===== src/rtl/lsa_pkg.sv =====
`default_nettype none
package lsa_pkg;

  // ----------------------------------------------------------------
  // Widths and limits
  // ----------------------------------------------------------------
  localparam int OFS_W         = 14;    // Widest offset field
  localparam int DIR16_W       = 16;    // Short direct address field
  localparam int PHYS_AW       = 24;    // Decoded physical address bits
  localparam int SHORT_OFS_MIN = -4096;
  localparam int SHORT_OFS_MAX = 4095;
  localparam int LONG_OFS_MIN  = -8192;
  localparam int LONG_OFS_MAX  = 8191;
  localparam logic [1:0] CNT_RST = 2'h0;
  localparam logic [31:0] WORD_RST = 32'h0000_0000;

  // ----------------------------------------------------------------
  // Operand addressing modes
  // ----------------------------------------------------------------
  typedef enum logic [2:0] {
    AM_DIR16     = 3'b000,
    AM_DIR32     = 3'b001,
    AM_IND       = 3'b010,
    AM_IND_NOOFS = 3'b011,
    AM_PREDEC    = 3'b100,
    AM_POSTINC   = 3'b101,
    AM_PCREL     = 3'b110
  } lsa_mode_t;

  // Access size with extension kind; word is the no-suffix default
  typedef enum logic [2:0] {
    SIZE_WORD          = 3'b000,
    SIZE_HALF_ZERO_EXT = 3'b010,
    SIZE_HALF_SIGN_EXT = 3'b011,
    SIZE_BYTE_ZERO_EXT = 3'b100,
    SIZE_BYTE_SIGN_EXT = 3'b101
  } lsa_xsize_t;

  // Instruction class, selects the offset range
  typedef enum logic [2:0] {
    LOAD_STORE_OP             = 3'b000,
    CLEAR_OP                  = 3'b001,
    COMPARE_ZERO_OP           = 3'b010,
    COMPARE_ZERO_CARRY_OP     = 3'b011,
    INCREMENT_OP              = 3'b100,
    DECREMENT_OP              = 3'b101,
    EFFECTIVE_ADDRESS_LOAD_OP = 3'b110,
    OTHER_OP                  = 3'b111
  } lsa_op_t;

  typedef enum logic {
    ST_IDLE = 1'b0,
    ST_XFER = 1'b1
  } lsa_state_t;

  // Bytes moved for a size code
  function automatic logic [2:0] lsa_nbytes(input logic [2:0] xs);
    unique case (xs)
      SIZE_BYTE_ZERO_EXT, SIZE_BYTE_SIGN_EXT: lsa_nbytes = 3'h1;
      SIZE_HALF_ZERO_EXT, SIZE_HALF_SIGN_EXT: lsa_nbytes = 3'h2;
      default:                                lsa_nbytes = 3'h4;
    endcase
  endfunction : lsa_nbytes

  // Widen a right-justified short read to 32 bits
  function automatic logic [31:0] lsa_extend(input logic [31:0] raw,
                                             input logic [2:0]  xs);
    unique case (xs)
      SIZE_BYTE_ZERO_EXT: lsa_extend = {24'h00_0000, raw[7:0]};
      SIZE_BYTE_SIGN_EXT: lsa_extend = {{24{raw[7]}}, raw[7:0]};
      SIZE_HALF_ZERO_EXT: lsa_extend = {16'h0000, raw[15:0]};
      SIZE_HALF_SIGN_EXT: lsa_extend = {{16{raw[15]}}, raw[15:0]};
      default:            lsa_extend = raw;
    endcase
  endfunction : lsa_extend

endpackage : lsa_pkg
`default_nettype wire


===== src/rtl/lsa_ea_if.sv =====
`default_nettype none
interface lsa_ea_if;
  import lsa_pkg::*;

  logic [2:0]       mode;
  logic [2:0]       op;
  logic [2:0]       xsize;
  logic [31:0]      addr_field;
  logic [OFS_W-1:0] offset;
  logic [31:0]      base;
  logic [31:0]      pc_next;
  logic [31:0]      ea;
  logic [31:0]      base_new;
  logic             ofs_ok;

  modport calc (
    input  mode, op, xsize, addr_field, offset, base, pc_next,
    output ea, base_new, ofs_ok
  );
  modport user (
    output mode, op, xsize, addr_field, offset, base, pc_next,
    input  ea, base_new, ofs_ok
  );
endinterface : lsa_ea_if
`default_nettype wire


===== src/rtl/lsa_top.sv =====
// Operation
// - Short direct address is sign-extended
// - Low half maps low, high half high
// - Only address bits 23:0 decoded
// - No size given means 32-bit transfer
// - Word: first byte into bits 31:24
// - Half: first byte into bits 15:8
// - Unsigned short reads clear upper bits
// - Short writes truncate, source untouched
// - Zero extension fills zeros above
// - Sign extension replicates top bit
// - Signed values in two's complement
// - Indirect: base register plus signed offset
// - Offset range per instruction class
// - No-offset forms use zero offset
// - Predecrement, postincrement by access size
// - PC-relative: 14-bit offset from next
`default_nettype none
module lsa_top
  import lsa_pkg::*;
(
  input  wire logic                mclk_i,
  input  wire logic                reset_n_i,
  input  wire logic                ce_i,
  input  wire logic                req_valid_i,
  input  wire logic                req_write_i,
  input  wire logic [2:0]          req_mode_i,
  input  wire logic [2:0]          req_op_i,
  input  wire logic [2:0]          req_xsize_i,
  input  wire logic [31:0]         req_addr_i,
  input  wire logic [OFS_W-1:0]    req_offset_i,
  input  wire logic [31:0]         req_base_i,
  input  wire logic [31:0]         req_pc_next_i,
  input  wire logic [31:0]         req_store_i,
  input  wire logic                mem_ack_i,
  input  wire logic [7:0]          mem_rdata_i,
  output logic                     req_ready_o,
  output logic                     done_o,
  output logic                     ofs_err_o,
  output logic [31:0]              load_data_o,
  output logic [31:0]              ea_o,
  output logic                     base_we_o,
  output logic [31:0]              base_data_o,
  output logic                     mem_req_o,
  output logic                     mem_we_o,
  output logic [PHYS_AW-1:0]       mem_addr_o,
  output logic [7:0]               mem_wdata_o
);

  // ----------------------------------------------------------------
  // Reset release
  // ----------------------------------------------------------------
  logic rst_q1;
  logic rst_n;

  // Two-stage release of the asynchronous reset
  always_ff @(posedge mclk_i or negedge reset_n_i) begin
    if (!reset_n_i) begin
      rst_q1 <= 1'b0;
      rst_n  <= 1'b0;
    end else begin
      rst_q1 <= 1'b1;
      rst_n  <= rst_q1;
    end
  end

  // ----------------------------------------------------------------
  // Address calculation
  // ----------------------------------------------------------------
  lsa_ea_if ea_bus ();

  assign ea_bus.mode       = req_mode_i;
  assign ea_bus.op         = req_op_i;
  assign ea_bus.xsize      = req_xsize_i;
  assign ea_bus.addr_field = req_addr_i;
  assign ea_bus.offset     = req_offset_i;
  assign ea_bus.base       = req_base_i;
  assign ea_bus.pc_next    = req_pc_next_i;

  lsa_ea_calc u_calc (
    .bus (ea_bus.calc)
  );

  // ----------------------------------------------------------------
  // State and datapath registers
  // ----------------------------------------------------------------
  lsa_state_t  state;
  lsa_state_t  next_state;
  logic [31:0] ea_q;
  logic [2:0]  xs_q;
  logic [2:0]  nbytes;
  logic [1:0]  cnt;
  logic        upd_q;
  logic [31:0] sdata;
  logic [31:0] src_q;
  logic [31:0] acc;
  logic [31:0] base_new_q;
  logic [7:0]  first_byte;

  // ----------------------------------------------------------------
  // Decode
  // ----------------------------------------------------------------
  logic        req_take;
  logic        ack_take;
  logic        no_mem;
  logic        imm_done;
  logic        last_byte;
  logic        fin;
  logic        auto_step;
  logic [2:0]  nb_req;
  logic [31:0] store_align;
  logic [31:0] acc_next;
  logic [31:0] ind_sum;
  logic [31:0] pc_sum;

  // Request and byte handshakes, completion terms
  assign req_take  = ce_i && req_valid_i && req_ready_o && (state == ST_IDLE);
  assign ack_take  = ce_i && mem_ack_i && (state == ST_XFER);
  assign no_mem    = (req_op_i == EFFECTIVE_ADDRESS_LOAD_OP);
  assign imm_done  = req_take && (no_mem || !ea_bus.ofs_ok);
  assign last_byte = ({1'b0, cnt} == 3'(nbytes - 3'h1));
  assign fin       = ack_take && last_byte;
  assign auto_step = (req_mode_i == AM_PREDEC) || (req_mode_i == AM_POSTINC);
  assign nb_req    = lsa_nbytes(req_xsize_i);

  // Store data left-aligned, only the low bytes survive
  assign store_align = (nb_req == 3'h1) ? {req_store_i[7:0], 24'h00_0000}
                     : (nb_req == 3'h2) ? {req_store_i[15:0], 16'h0000}
                     : req_store_i;

  // Big-endian gather: earlier bytes move toward the top
  assign acc_next = {acc[23:0], mem_rdata_i};

  // Reference sums for checking
  assign ind_sum = req_base_i + {{(32-OFS_W){req_offset_i[OFS_W-1]}}, req_offset_i};
  assign pc_sum  = req_pc_next_i
                 + {{(32-OFS_W){req_offset_i[OFS_W-1]}}, req_offset_i};

  // Next state of the transfer sequencer
  always_comb begin
    next_state = state;
    unique case (state)
      ST_IDLE: begin
        if (req_take && !no_mem && ea_bus.ofs_ok) begin
          next_state = ST_XFER;
        end
      end
      ST_XFER: begin
        if (fin) begin
          next_state = ST_IDLE;
        end
      end
    endcase
  end

  // ----------------------------------------------------------------
  // Sequencer
  // ----------------------------------------------------------------
  // State, ready and completion strobes
  always_ff @(posedge mclk_i or negedge rst_n) begin
    if (!rst_n) begin
      state       <= ST_IDLE;
      req_ready_o <= 1'b0;
      done_o      <= 1'b0;
      ofs_err_o   <= 1'b0;
    end else if (ce_i) begin
      state       <= next_state;
      req_ready_o <= (next_state == ST_IDLE);
      done_o      <= imm_done || fin;
      ofs_err_o   <= req_take && !ea_bus.ofs_ok;
    end
  end

  // Captured request fields
  always_ff @(posedge mclk_i or negedge rst_n) begin
    if (!rst_n) begin
      ea_q       <= WORD_RST;
      xs_q       <= SIZE_WORD;
      nbytes     <= 3'h4;
      upd_q      <= 1'b0;
      src_q      <= WORD_RST;
      base_new_q <= WORD_RST;
    end else if (req_take) begin
      ea_q       <= ea_bus.ea;
      xs_q       <= req_xsize_i;
      nbytes     <= nb_req;
      upd_q      <= auto_step;
      src_q      <= req_store_i;
      base_new_q <= ea_bus.base_new;
    end
  end

  // Byte counter and shift registers
  always_ff @(posedge mclk_i or negedge rst_n) begin
    if (!rst_n) begin
      cnt        <= CNT_RST;
      sdata      <= WORD_RST;
      acc        <= WORD_RST;
      first_byte <= 8'h00;
    end else if (req_take) begin
      cnt        <= CNT_RST;
      sdata      <= store_align;
      acc        <= WORD_RST;
    end else if (ack_take) begin
      cnt        <= 2'(cnt + 2'h1);
      sdata      <= {sdata[23:0], 8'h00};
      acc        <= acc_next;
      first_byte <= (cnt == CNT_RST) ? mem_rdata_i : first_byte;
    end
  end

  // ----------------------------------------------------------------
  // Memory side
  // ----------------------------------------------------------------
  // One byte per acknowledge, address steps upward
  always_ff @(posedge mclk_i or negedge rst_n) begin
    if (!rst_n) begin
      mem_req_o   <= 1'b0;
      mem_we_o    <= 1'b0;
      mem_addr_o  <= '0;
      mem_wdata_o <= 8'h00;
    end else if (ce_i) begin
      mem_req_o   <= (next_state == ST_XFER);
      mem_we_o    <= (req_take ? req_write_i : mem_we_o) && (next_state == ST_XFER);
      if (req_take) begin
        mem_addr_o  <= ea_bus.ea[PHYS_AW-1:0];
        mem_wdata_o <= store_align[31:24];
      end else if (ack_take) begin
        mem_addr_o  <= mem_addr_o + PHYS_AW'(1);
        mem_wdata_o <= sdata[23:16];
      end
    end
  end

  // ----------------------------------------------------------------
  // Register side results
  // ----------------------------------------------------------------
  // Loaded value, computed address and base write-back
  always_ff @(posedge mclk_i or negedge rst_n) begin
    if (!rst_n) begin
      load_data_o <= WORD_RST;
      ea_o        <= WORD_RST;
      base_we_o   <= 1'b0;
      base_data_o <= WORD_RST;
    end else if (ce_i) begin
      base_we_o <= fin && upd_q;
      if (req_take) begin
        ea_o <= ea_bus.ea;
      end
      if (imm_done) begin
        load_data_o <= no_mem && ea_bus.ofs_ok ? ea_bus.ea : WORD_RST;
      end else if (fin && !mem_we_o) begin
        load_data_o <= lsa_extend(acc_next, xs_q);
      end
      if (fin) begin
        base_data_o <= base_new_q;
      end
    end
  end
endmodule : lsa_top
`default_nettype wire


===== src/rtl/lsa_ea_calc.sv =====
`default_nettype none
module lsa_ea_calc
  import lsa_pkg::*;
(
  lsa_ea_if.calc bus
);

  // ----------------------------------------------------------------
  // Offset decode
  // ----------------------------------------------------------------
  logic signed [OFS_W-1:0] ofs_s;
  logic        [31:0]      ofs32;
  logic        [31:0]      ofs_used;
  logic        [31:0]      step;
  logic                    short_class;
  logic                    short_ok;

  // Sign-extended offset, zero for forms without a field
  assign ofs_s    = bus.offset;
  assign ofs32    = {{(32-OFS_W){bus.offset[OFS_W-1]}}, bus.offset};
  assign ofs_used = (bus.mode == AM_IND || bus.mode == AM_PCREL) ? ofs32
                  : 32'h0000_0000;
  assign step     = {29'h0, lsa_nbytes(bus.xsize)};

  // Narrow range for the simple one-operand class
  assign short_class = (bus.op inside {LOAD_STORE_OP, CLEAR_OP, COMPARE_ZERO_OP,
                        COMPARE_ZERO_CARRY_OP, INCREMENT_OP, DECREMENT_OP});
  assign short_ok    = (ofs_s >= SHORT_OFS_MIN) && (ofs_s <= SHORT_OFS_MAX);
  assign bus.ofs_ok  = !(bus.mode == AM_IND && short_class) || short_ok;

  // ----------------------------------------------------------------
  // Address forming, wraps modulo 2^32
  // ----------------------------------------------------------------
  always_comb begin
    unique case (bus.mode)
      AM_DIR16:
        bus.ea = {{(32-DIR16_W){bus.addr_field[DIR16_W-1]}},
                  bus.addr_field[DIR16_W-1:0]};
      AM_DIR32:     bus.ea = bus.addr_field;
      AM_PREDEC:    bus.ea = bus.base - step;
      AM_POSTINC:   bus.ea = bus.base;
      AM_PCREL:     bus.ea = bus.pc_next + ofs_used;
      default:      bus.ea = bus.base + ofs_used;
    endcase
  end

  // New base value for the auto-step forms
  always_comb begin
    unique case (bus.mode)
      AM_PREDEC:  bus.base_new = bus.base - step;
      AM_POSTINC: bus.base_new = bus.base + step;
      default:    bus.base_new = bus.base;
    endcase
  end

endmodule : lsa_ea_calc
`default_nettype wire


===== config.mk =====
export PLATFORM = sky130hd
export DESIGN_NAME = lsa_top
export DESIGN_NICKNAME = d
export VERILOG_FILES = /design/src/rtl/lsa_pkg.sv /design/src/rtl/lsa_ea_if.sv /design/src/rtl/lsa_top.sv /design/src/rtl/lsa_ea_calc.sv
export SDC_FILE = /design/constraint.sdc
export NUM_CORES = 1
export LEC_CHECK = 0
export BUFFER_PORTS_ARGS = -buffer_cell sky130_fd_sc_hd__buf_2
export CORE_MARGIN = 4
export CORE_UTILIZATION = 45
export CTS_CLUSTER_DIAMETER = 40
export DETAILED_ROUTE_END_ITERATION = 16
export PLACE_DENSITY_LB_ADDON = 0.12
export SYNTH_ARGS = -nofsm -noshare
export SYNTH_HDL_FRONTEND = slang
export SYNTH_SLANG_ARGS = --single-unit

===== constraint.sdc =====
create_clock -name mclk_i -period 8.1 [get_ports mclk_i]
set_clock_uncertainty 0.2 [all_clocks]
set_input_delay 0.405 -clock mclk_i [delete_from_list [all_inputs] [get_ports mclk_i]]
set_output_delay 0.405 -clock mclk_i [all_outputs]
set_load 0.005 [all_outputs]

---- After elaboration in Yosys (flattened, before gate mapping) ----
Index checks and enable logic that the tools add are counted.
word-level totals
  memories ................................ 0
  logic and storage cells ................. 113
  input bits .............................. 165
  bits in writable memories ............... 0
  register bits ........................... 225
  latch bits .............................. 0
  bits in read-only memories .............. 0
  output and inout port bits .............. 134
cells by class
  bitwise gates (word level) .............. 2
  div/mod/pow operators ................... 0
  add/sub/neg operators ................... 7
  $lt $le $gt $ge ......................... 2
  reduce and logical (&&, ||, !) cells .... 36
  shift-type cells ........................ 0
  multipliers ............................. 0
  equality and inequality tests ........... 22
  multiplexer cells ....................... 24
operators with widths
  kind                                                                                   count
  32-bit two-way mux                                                                     6
  32-bit case mux with 5 select lines                                                    1
  24-bit two-way mux                                                                     6
  32-bit case mux with 4 select lines                                                    1
  32-bit adder                                                                           2
  32-bit case mux with 2 select lines                                                    1
  32-bit by 3-bit adder with 32-bit output                                               1
  32-bit by 3-bit subtractor with 32-bit output                                          1
  3-bit == test, second input constant                                                   10
  24-bit by 1-bit adder with 24-bit output, second input constant                        1
  3-bit by 2-bit == test with 1-bit output, second input constant                        8
  1-bit logical AND                                                                      16
  8-bit two-way mux                                                                      2
  14-bit by 13-bit greater-or-equal comparator with 1-bit output, second input constant  1
  14-bit by 13-bit less-or-equal comparator with 1-bit output, second input constant     1
  3-bit by 1-bit == test with 1-bit output, second input constant                        3
  2-bit AND reduction                                                                    4
  3-bit zero test                                                                        2
  3-bit case mux with 2 select lines                                                     1
  6-bit nonzero test                                                                     1
  1-bit logical OR                                                                       5
  1-bit zero test                                                                        4
  2-bit two-way mux                                                                      2
  2-bit nonzero test                                                                     2
  7 further kinds                                                                        11

---- Depth between registers and ports, before layout ----
  word-level depth ........................ 10
  mapped depth ............................ 14
  depth with buffers taken out ............ 11

---- Modules after synthesis ----
Synthesis repeated with hierarchy kept, for this count alone.
unflattened totals
  cells, all modules ...................... 1745
  area, all modules ....................... 15019.4 µm²
by module, submodules not included
  module       seq. area each (µm²)  cells an instance  area each (µm²)  times used
  lsa_top      5631.7                1003               10067.2          1
  lsa_ea_calc  0.0                   742                4952.2           1

---- Worst setup path before layout ----
No wires, ideal clock.
  path kind ............................... in2reg
  from .................................... in req_mode_i[2]
  to ...................................... reg load_data_o[14]
  buffers on the path ..................... 2
  stages on the path ...................... 13
  library setup time ...................... 0.126 ns
  arrival ................................. 3.809 ns
  path slack .............................. 3.965 ns
  required time ........................... 7.774 ns
  path through ............................ clkbuf_1 > nand3b_1 > clkbuf_1 > mux2_2 > ha_1 > fa_1 > a21o_1 > a311oi_1 > or3_1 > and3_1 > xnor2_1 > mux2_2 > a221o_1
on the way
  cells in the longest elaborated chain, start to end .. 9
  elaborated cells between the ends (all ways) .. 22
  those cells by class .................... add/sub (2); eq/ne (5); mux (4); reduce/logical (11)
ends and longest elaborated chain
  item                                                                  line            RTL
  start: declaration                                                    lsa_top.sv:27   input wire logic [2:0] req_mode_i,
  parallel branches: the longest is 9 deep, another holds 32-bit adder  --
  end signal: assignment                                                lsa_top.sv:251  load_data_o <= no_mem && ea_bus.ofs_ok ? ea_bus.ea : WORD_RST;
  end signal: assignment                                                lsa_top.sv:253  load_data_o <= lsa_extend(acc_next, xs_q);
  end: declaration                                                      lsa_top.sv:40   output logic [31:0] load_data_o,
Parallel ways; which one is timed is not known.
A chain may end at the register's enable or synchronous reset.

---- Worst setup path after layout ----
  from .................................... in req_xsize_i[1]
  to ...................................... reg mem_addr_o[18]
on the way
  cells in the longest elaborated chain, start to end .. 6
  elaborated cells between the ends (all ways) .. 10
  those cells by class .................... add/sub (1); eq/ne (4); mux (3); reduce/logical (2)
ends and longest elaborated chain
  item                                                                       line               RTL
  start: declaration                                                         lsa_top.sv:29      input wire logic [2:0] req_xsize_i,
  3-bit by 2-bit == test with 1-bit output or 3-bit == test (tied branches)  --
  2-bit OR reduction                                                         --
  3-bit case mux with 2 select lines *                                       --
  net nb_req[0]                                                              lsa_top.sv:110     logic [2:0] nb_req;
  32-bit by 3-bit subtractor with 32-bit output *                            lsa_ea_calc.sv:40  AM_PREDEC: bus.ea = bus.base - step;
  32-bit case mux with 5 select lines *                                      lsa_ea_calc.sv:35  unique case (bus.mode)
  24-bit two-way mux *                                                       lsa_top.sv:225     if (req_take) begin
  end signal: assignment                                                     lsa_top.sv:226     mem_addr_o <= ea_bus.ea[PHYS_AW-1:0];
  end signal: assignment                                                     lsa_top.sv:229     mem_addr_o <= mem_addr_o + PHYS_AW'(1);
  end: declaration                                                           lsa_top.sv:46      output logic [PHYS_AW-1:0] mem_addr_o,
Mark *: on every way through the listed nets, which the timed path passes. The rest lies on a longest branch.

==> results.cfg <==
[clock_network]
htree_levels = 1
cts.repair.resized = 0
post_cts_buffers = 0
numCtsBuffers = 31
cts.sinks = 225
cts_root_buf = clkbuf_16
insertion_delay_ps = 580
clockBufferDepth = 3
cts_tree = built
path_clk_slew_ps = 60

[sta]
holdWs_ps = 2.490
min_period_over_period = 0.5867
hold_viol = 0
setup_viol = 0
rsz0062_at_grt = false
fin_crit_ps = 4753
setup_tns_ps = 0
fmax_mhz = 210.4
slew_violations = 0
slew_headroom = 0.2294
worstMarginPinSlew_ps = 1141

[die]
chipWidth_um = 189.6
coreArea_sq_mm = 0.03254
floorplan.initialDensity = 0.4561
die_area_sq_mm = 0.03595
ios = 299
rows = 66
dieHeight_um = 189.6

[pwr]
finalPower_mw = 4.894
p_per_area_mw_per_mm2 = 272.3
peakVddDrop_mv = 0.1708
p_leak_nw = 8.209

[global_routing]
antenna_found_initial = 3
grt_max_degree = 168
grt_pass1_wl_um = 82300
grt_overflow = 0
track_usage = 0.2881
grt_pass1_vias = 14050

[route]
drt_iter0_drc = 1275
via_per_inst = 5.927
final_antenna_net_count = 0
num_vias = 14450
drc = 0
post_drt_wl_per_cell_um = 21.86
drt_first_pass_iters = 5
totalWireLength_um = 53260

[finish]
drive_gt1_frac = 0.2368
seq_area_sq_mm = 0.005635
multiInputGateArea_sq_mm = 0.008620
syn_to_final_growth_pct = 21.10
num-nets-final = 2175
fill_cells = 3140
stdcell_area_sq_mm = 0.01797

[synthesis]
async_flop_share = 1.000
synth_fa_ha_area_frac = 0.03558
synth_top_cell_by_area = dfrtp_1
netlist_top_cells_area = dfrtp_1 38%, mux2_2 5.8%, nand2_1 5.3%
avgSynthCellArea_sq_um = 8.673
synth_common_cells = 224 x dfrtp_1, 210 x nand2_1, 130 x nor2_1, 128 x a21oi_1, 100 x o21ai_0
ys_seq_area_frac = 0.3795
muxShareOfSynthArea = 0.08465
synth.most_common_cell = dfrtp_1
synthDistinctLibCells = 85
syn_area_sq_mm = 0.01484
synth-edff-count = 0
syn_nets = 1917
syn-instance-count = 1711
synth_top_family_by_area = compound AO/OA/AOI/OAI gates
ys_warn_count = 0
synth_xor_area_frac = 0.04250
ys_dominant_reg_cell = dfrtp_1
synthSimpleGateAreaFrac = 0.1890
synth-seq-cells = 225
synth-compound-area-share = 0.2277
yosys.area.top_type_share = 0.3777

[placed_design]
place_congestion = 0.9295
post_dp_cell_area_sq_mm = 0.01656
dp_hpwl_um = 39200
portBuffers = 298

[run]
drv_cap = 0

[worst_setup_path]
crit_path_end_kind = flip-flop
worstSetupStartpointType = primary input
crit_type = primary input to flip-flop
crit_fanout = 36
arrival_ps = 5070
cp.required_ps = 8420

[min_path]
hp-class = primary input to flip-flop

[outcome]
status = complete, no violations
-- flip-flops by register name (all words and copies together), names as in the netlist, 2 cells and up --
register / cells
base_new_q: 32
load_data_o: 32
mem_addr_o: 24
mem_wdata_o: 8
acc: 24
cnt: 2
nbytes: 3
ea_o: 32
base_data_o: 32
xs_q: 3
sdata: 24
-- cell usage in the layout (no fill, tap or decap), types with 33 or more instances in the layout --
cell	netlist	routed
a211oi_1	39	39
a21oi_1	128	127
a22o_1	33	33
buf_2	8	298
dfrtp_1	224	223
dlygate4sd3_1	0	37
ha_1	39	39
mux2_2	76	76
mux2i_1	40	40
nand2_1	210	210
nand3_1	33	33
nor2_1	130	128
o21ai_0	100	100
xnor2_1	39	39
xor2_1	33	33
-- kinds of logic (layout without fill, tap and decap cells) --
group,after synthesis,after routing
buf+inv,155,437
fa+ha+maj,41,41
other cells,1,3
xor+xnor,72,72
flops,225,225
compound gates,514,514
mux,116,116
simple gates,587,587
-- worst max-delay path: stages --
cell,delay [ps]
buf_2,610
nor2b_1,300
nand2b_1,270
ha_1,270
nor4_1,630
nand4_1,700
or3_1,720
a21oi_1,190
o211ai_1,100
a211oi_1,610
o22a_1,240
-- cell type report --
class                           instances  area share
Antenna cell                            2   0.0002785
Inverter                               27    0.005640
Multi-Input combinational cell       1331      0.4797
Sequential cell                       225      0.3136
Tap cell                              442     0.03078
Clock inverter                         18     0.01044
Clock buffer                           39     0.04707
Timing Repair Buffer                  353      0.1125
-- routing by layer --
layer | track usage | share of wire
met1 | 0.4122 | 0.45
met2 | 0.4630 | 0.46
met3 | 0.04679 | 0.063
met4 | 0.06678 | 0.020
met5 | 0 | 0
-- worst paths after layout --
kind,start,to,slack (ps),depth (start not counted)
worst max register to register,mem_req_o$_DFFE_PN0P_,load_data_o[27]$_DFFE_PN0P_,4470,9
worst min register to register,rst_q1$_DFF_PN0_,rst_n$_DFF_PN0_,150,0
max in group asynchronous,rst_n$_DFF_PN0_,load_data_o[23]$_DFFE_PN0P_,6070,1
min in group asynchronous,rst_n$_DFF_PN0_,base_data_o[7]$_DFFE_PN0P_,210,0
worst max-delay path,req_xsize_i[1],mem_addr_o[18]$_DFFE_PN0P_,3350,11
worst min-delay path,ce_i,base_we_o$_DFFE_PN0P_,2,2
-- per-stage QoR --
| stage | setup slack (ps) | cells | utilization |
|---|---|---|---|
| detailed placement | 2925 | 2341 | 0.5090 |
| global route | 3111 | 2437 | 0.5523 |
| global placement | 3051 | 2341 | 0.5090 |
| CTS | 3529 | 2435 | 0.5521 |
| floorplan | 1167 | 1711 | - |
| finish | 3347 | 2437 | 0.5523 |
-- power breakdown --
group / total (mW) / internal (mW) / switching, mW
clock network: 1.35 / 0.811 / 0.540
registers: 1.98 / 1.62 / 0.367
logic: 1.56 / 0.715 / 0.844
total: 4.89 / 3.14 / 1.75
-- what timing repair did --
item,CTS,global route
hold buffers,37,0
setup endpoints to repair,0,0
endpoints found under the hold margin,43,0
(Power assumes the default switching activity.)
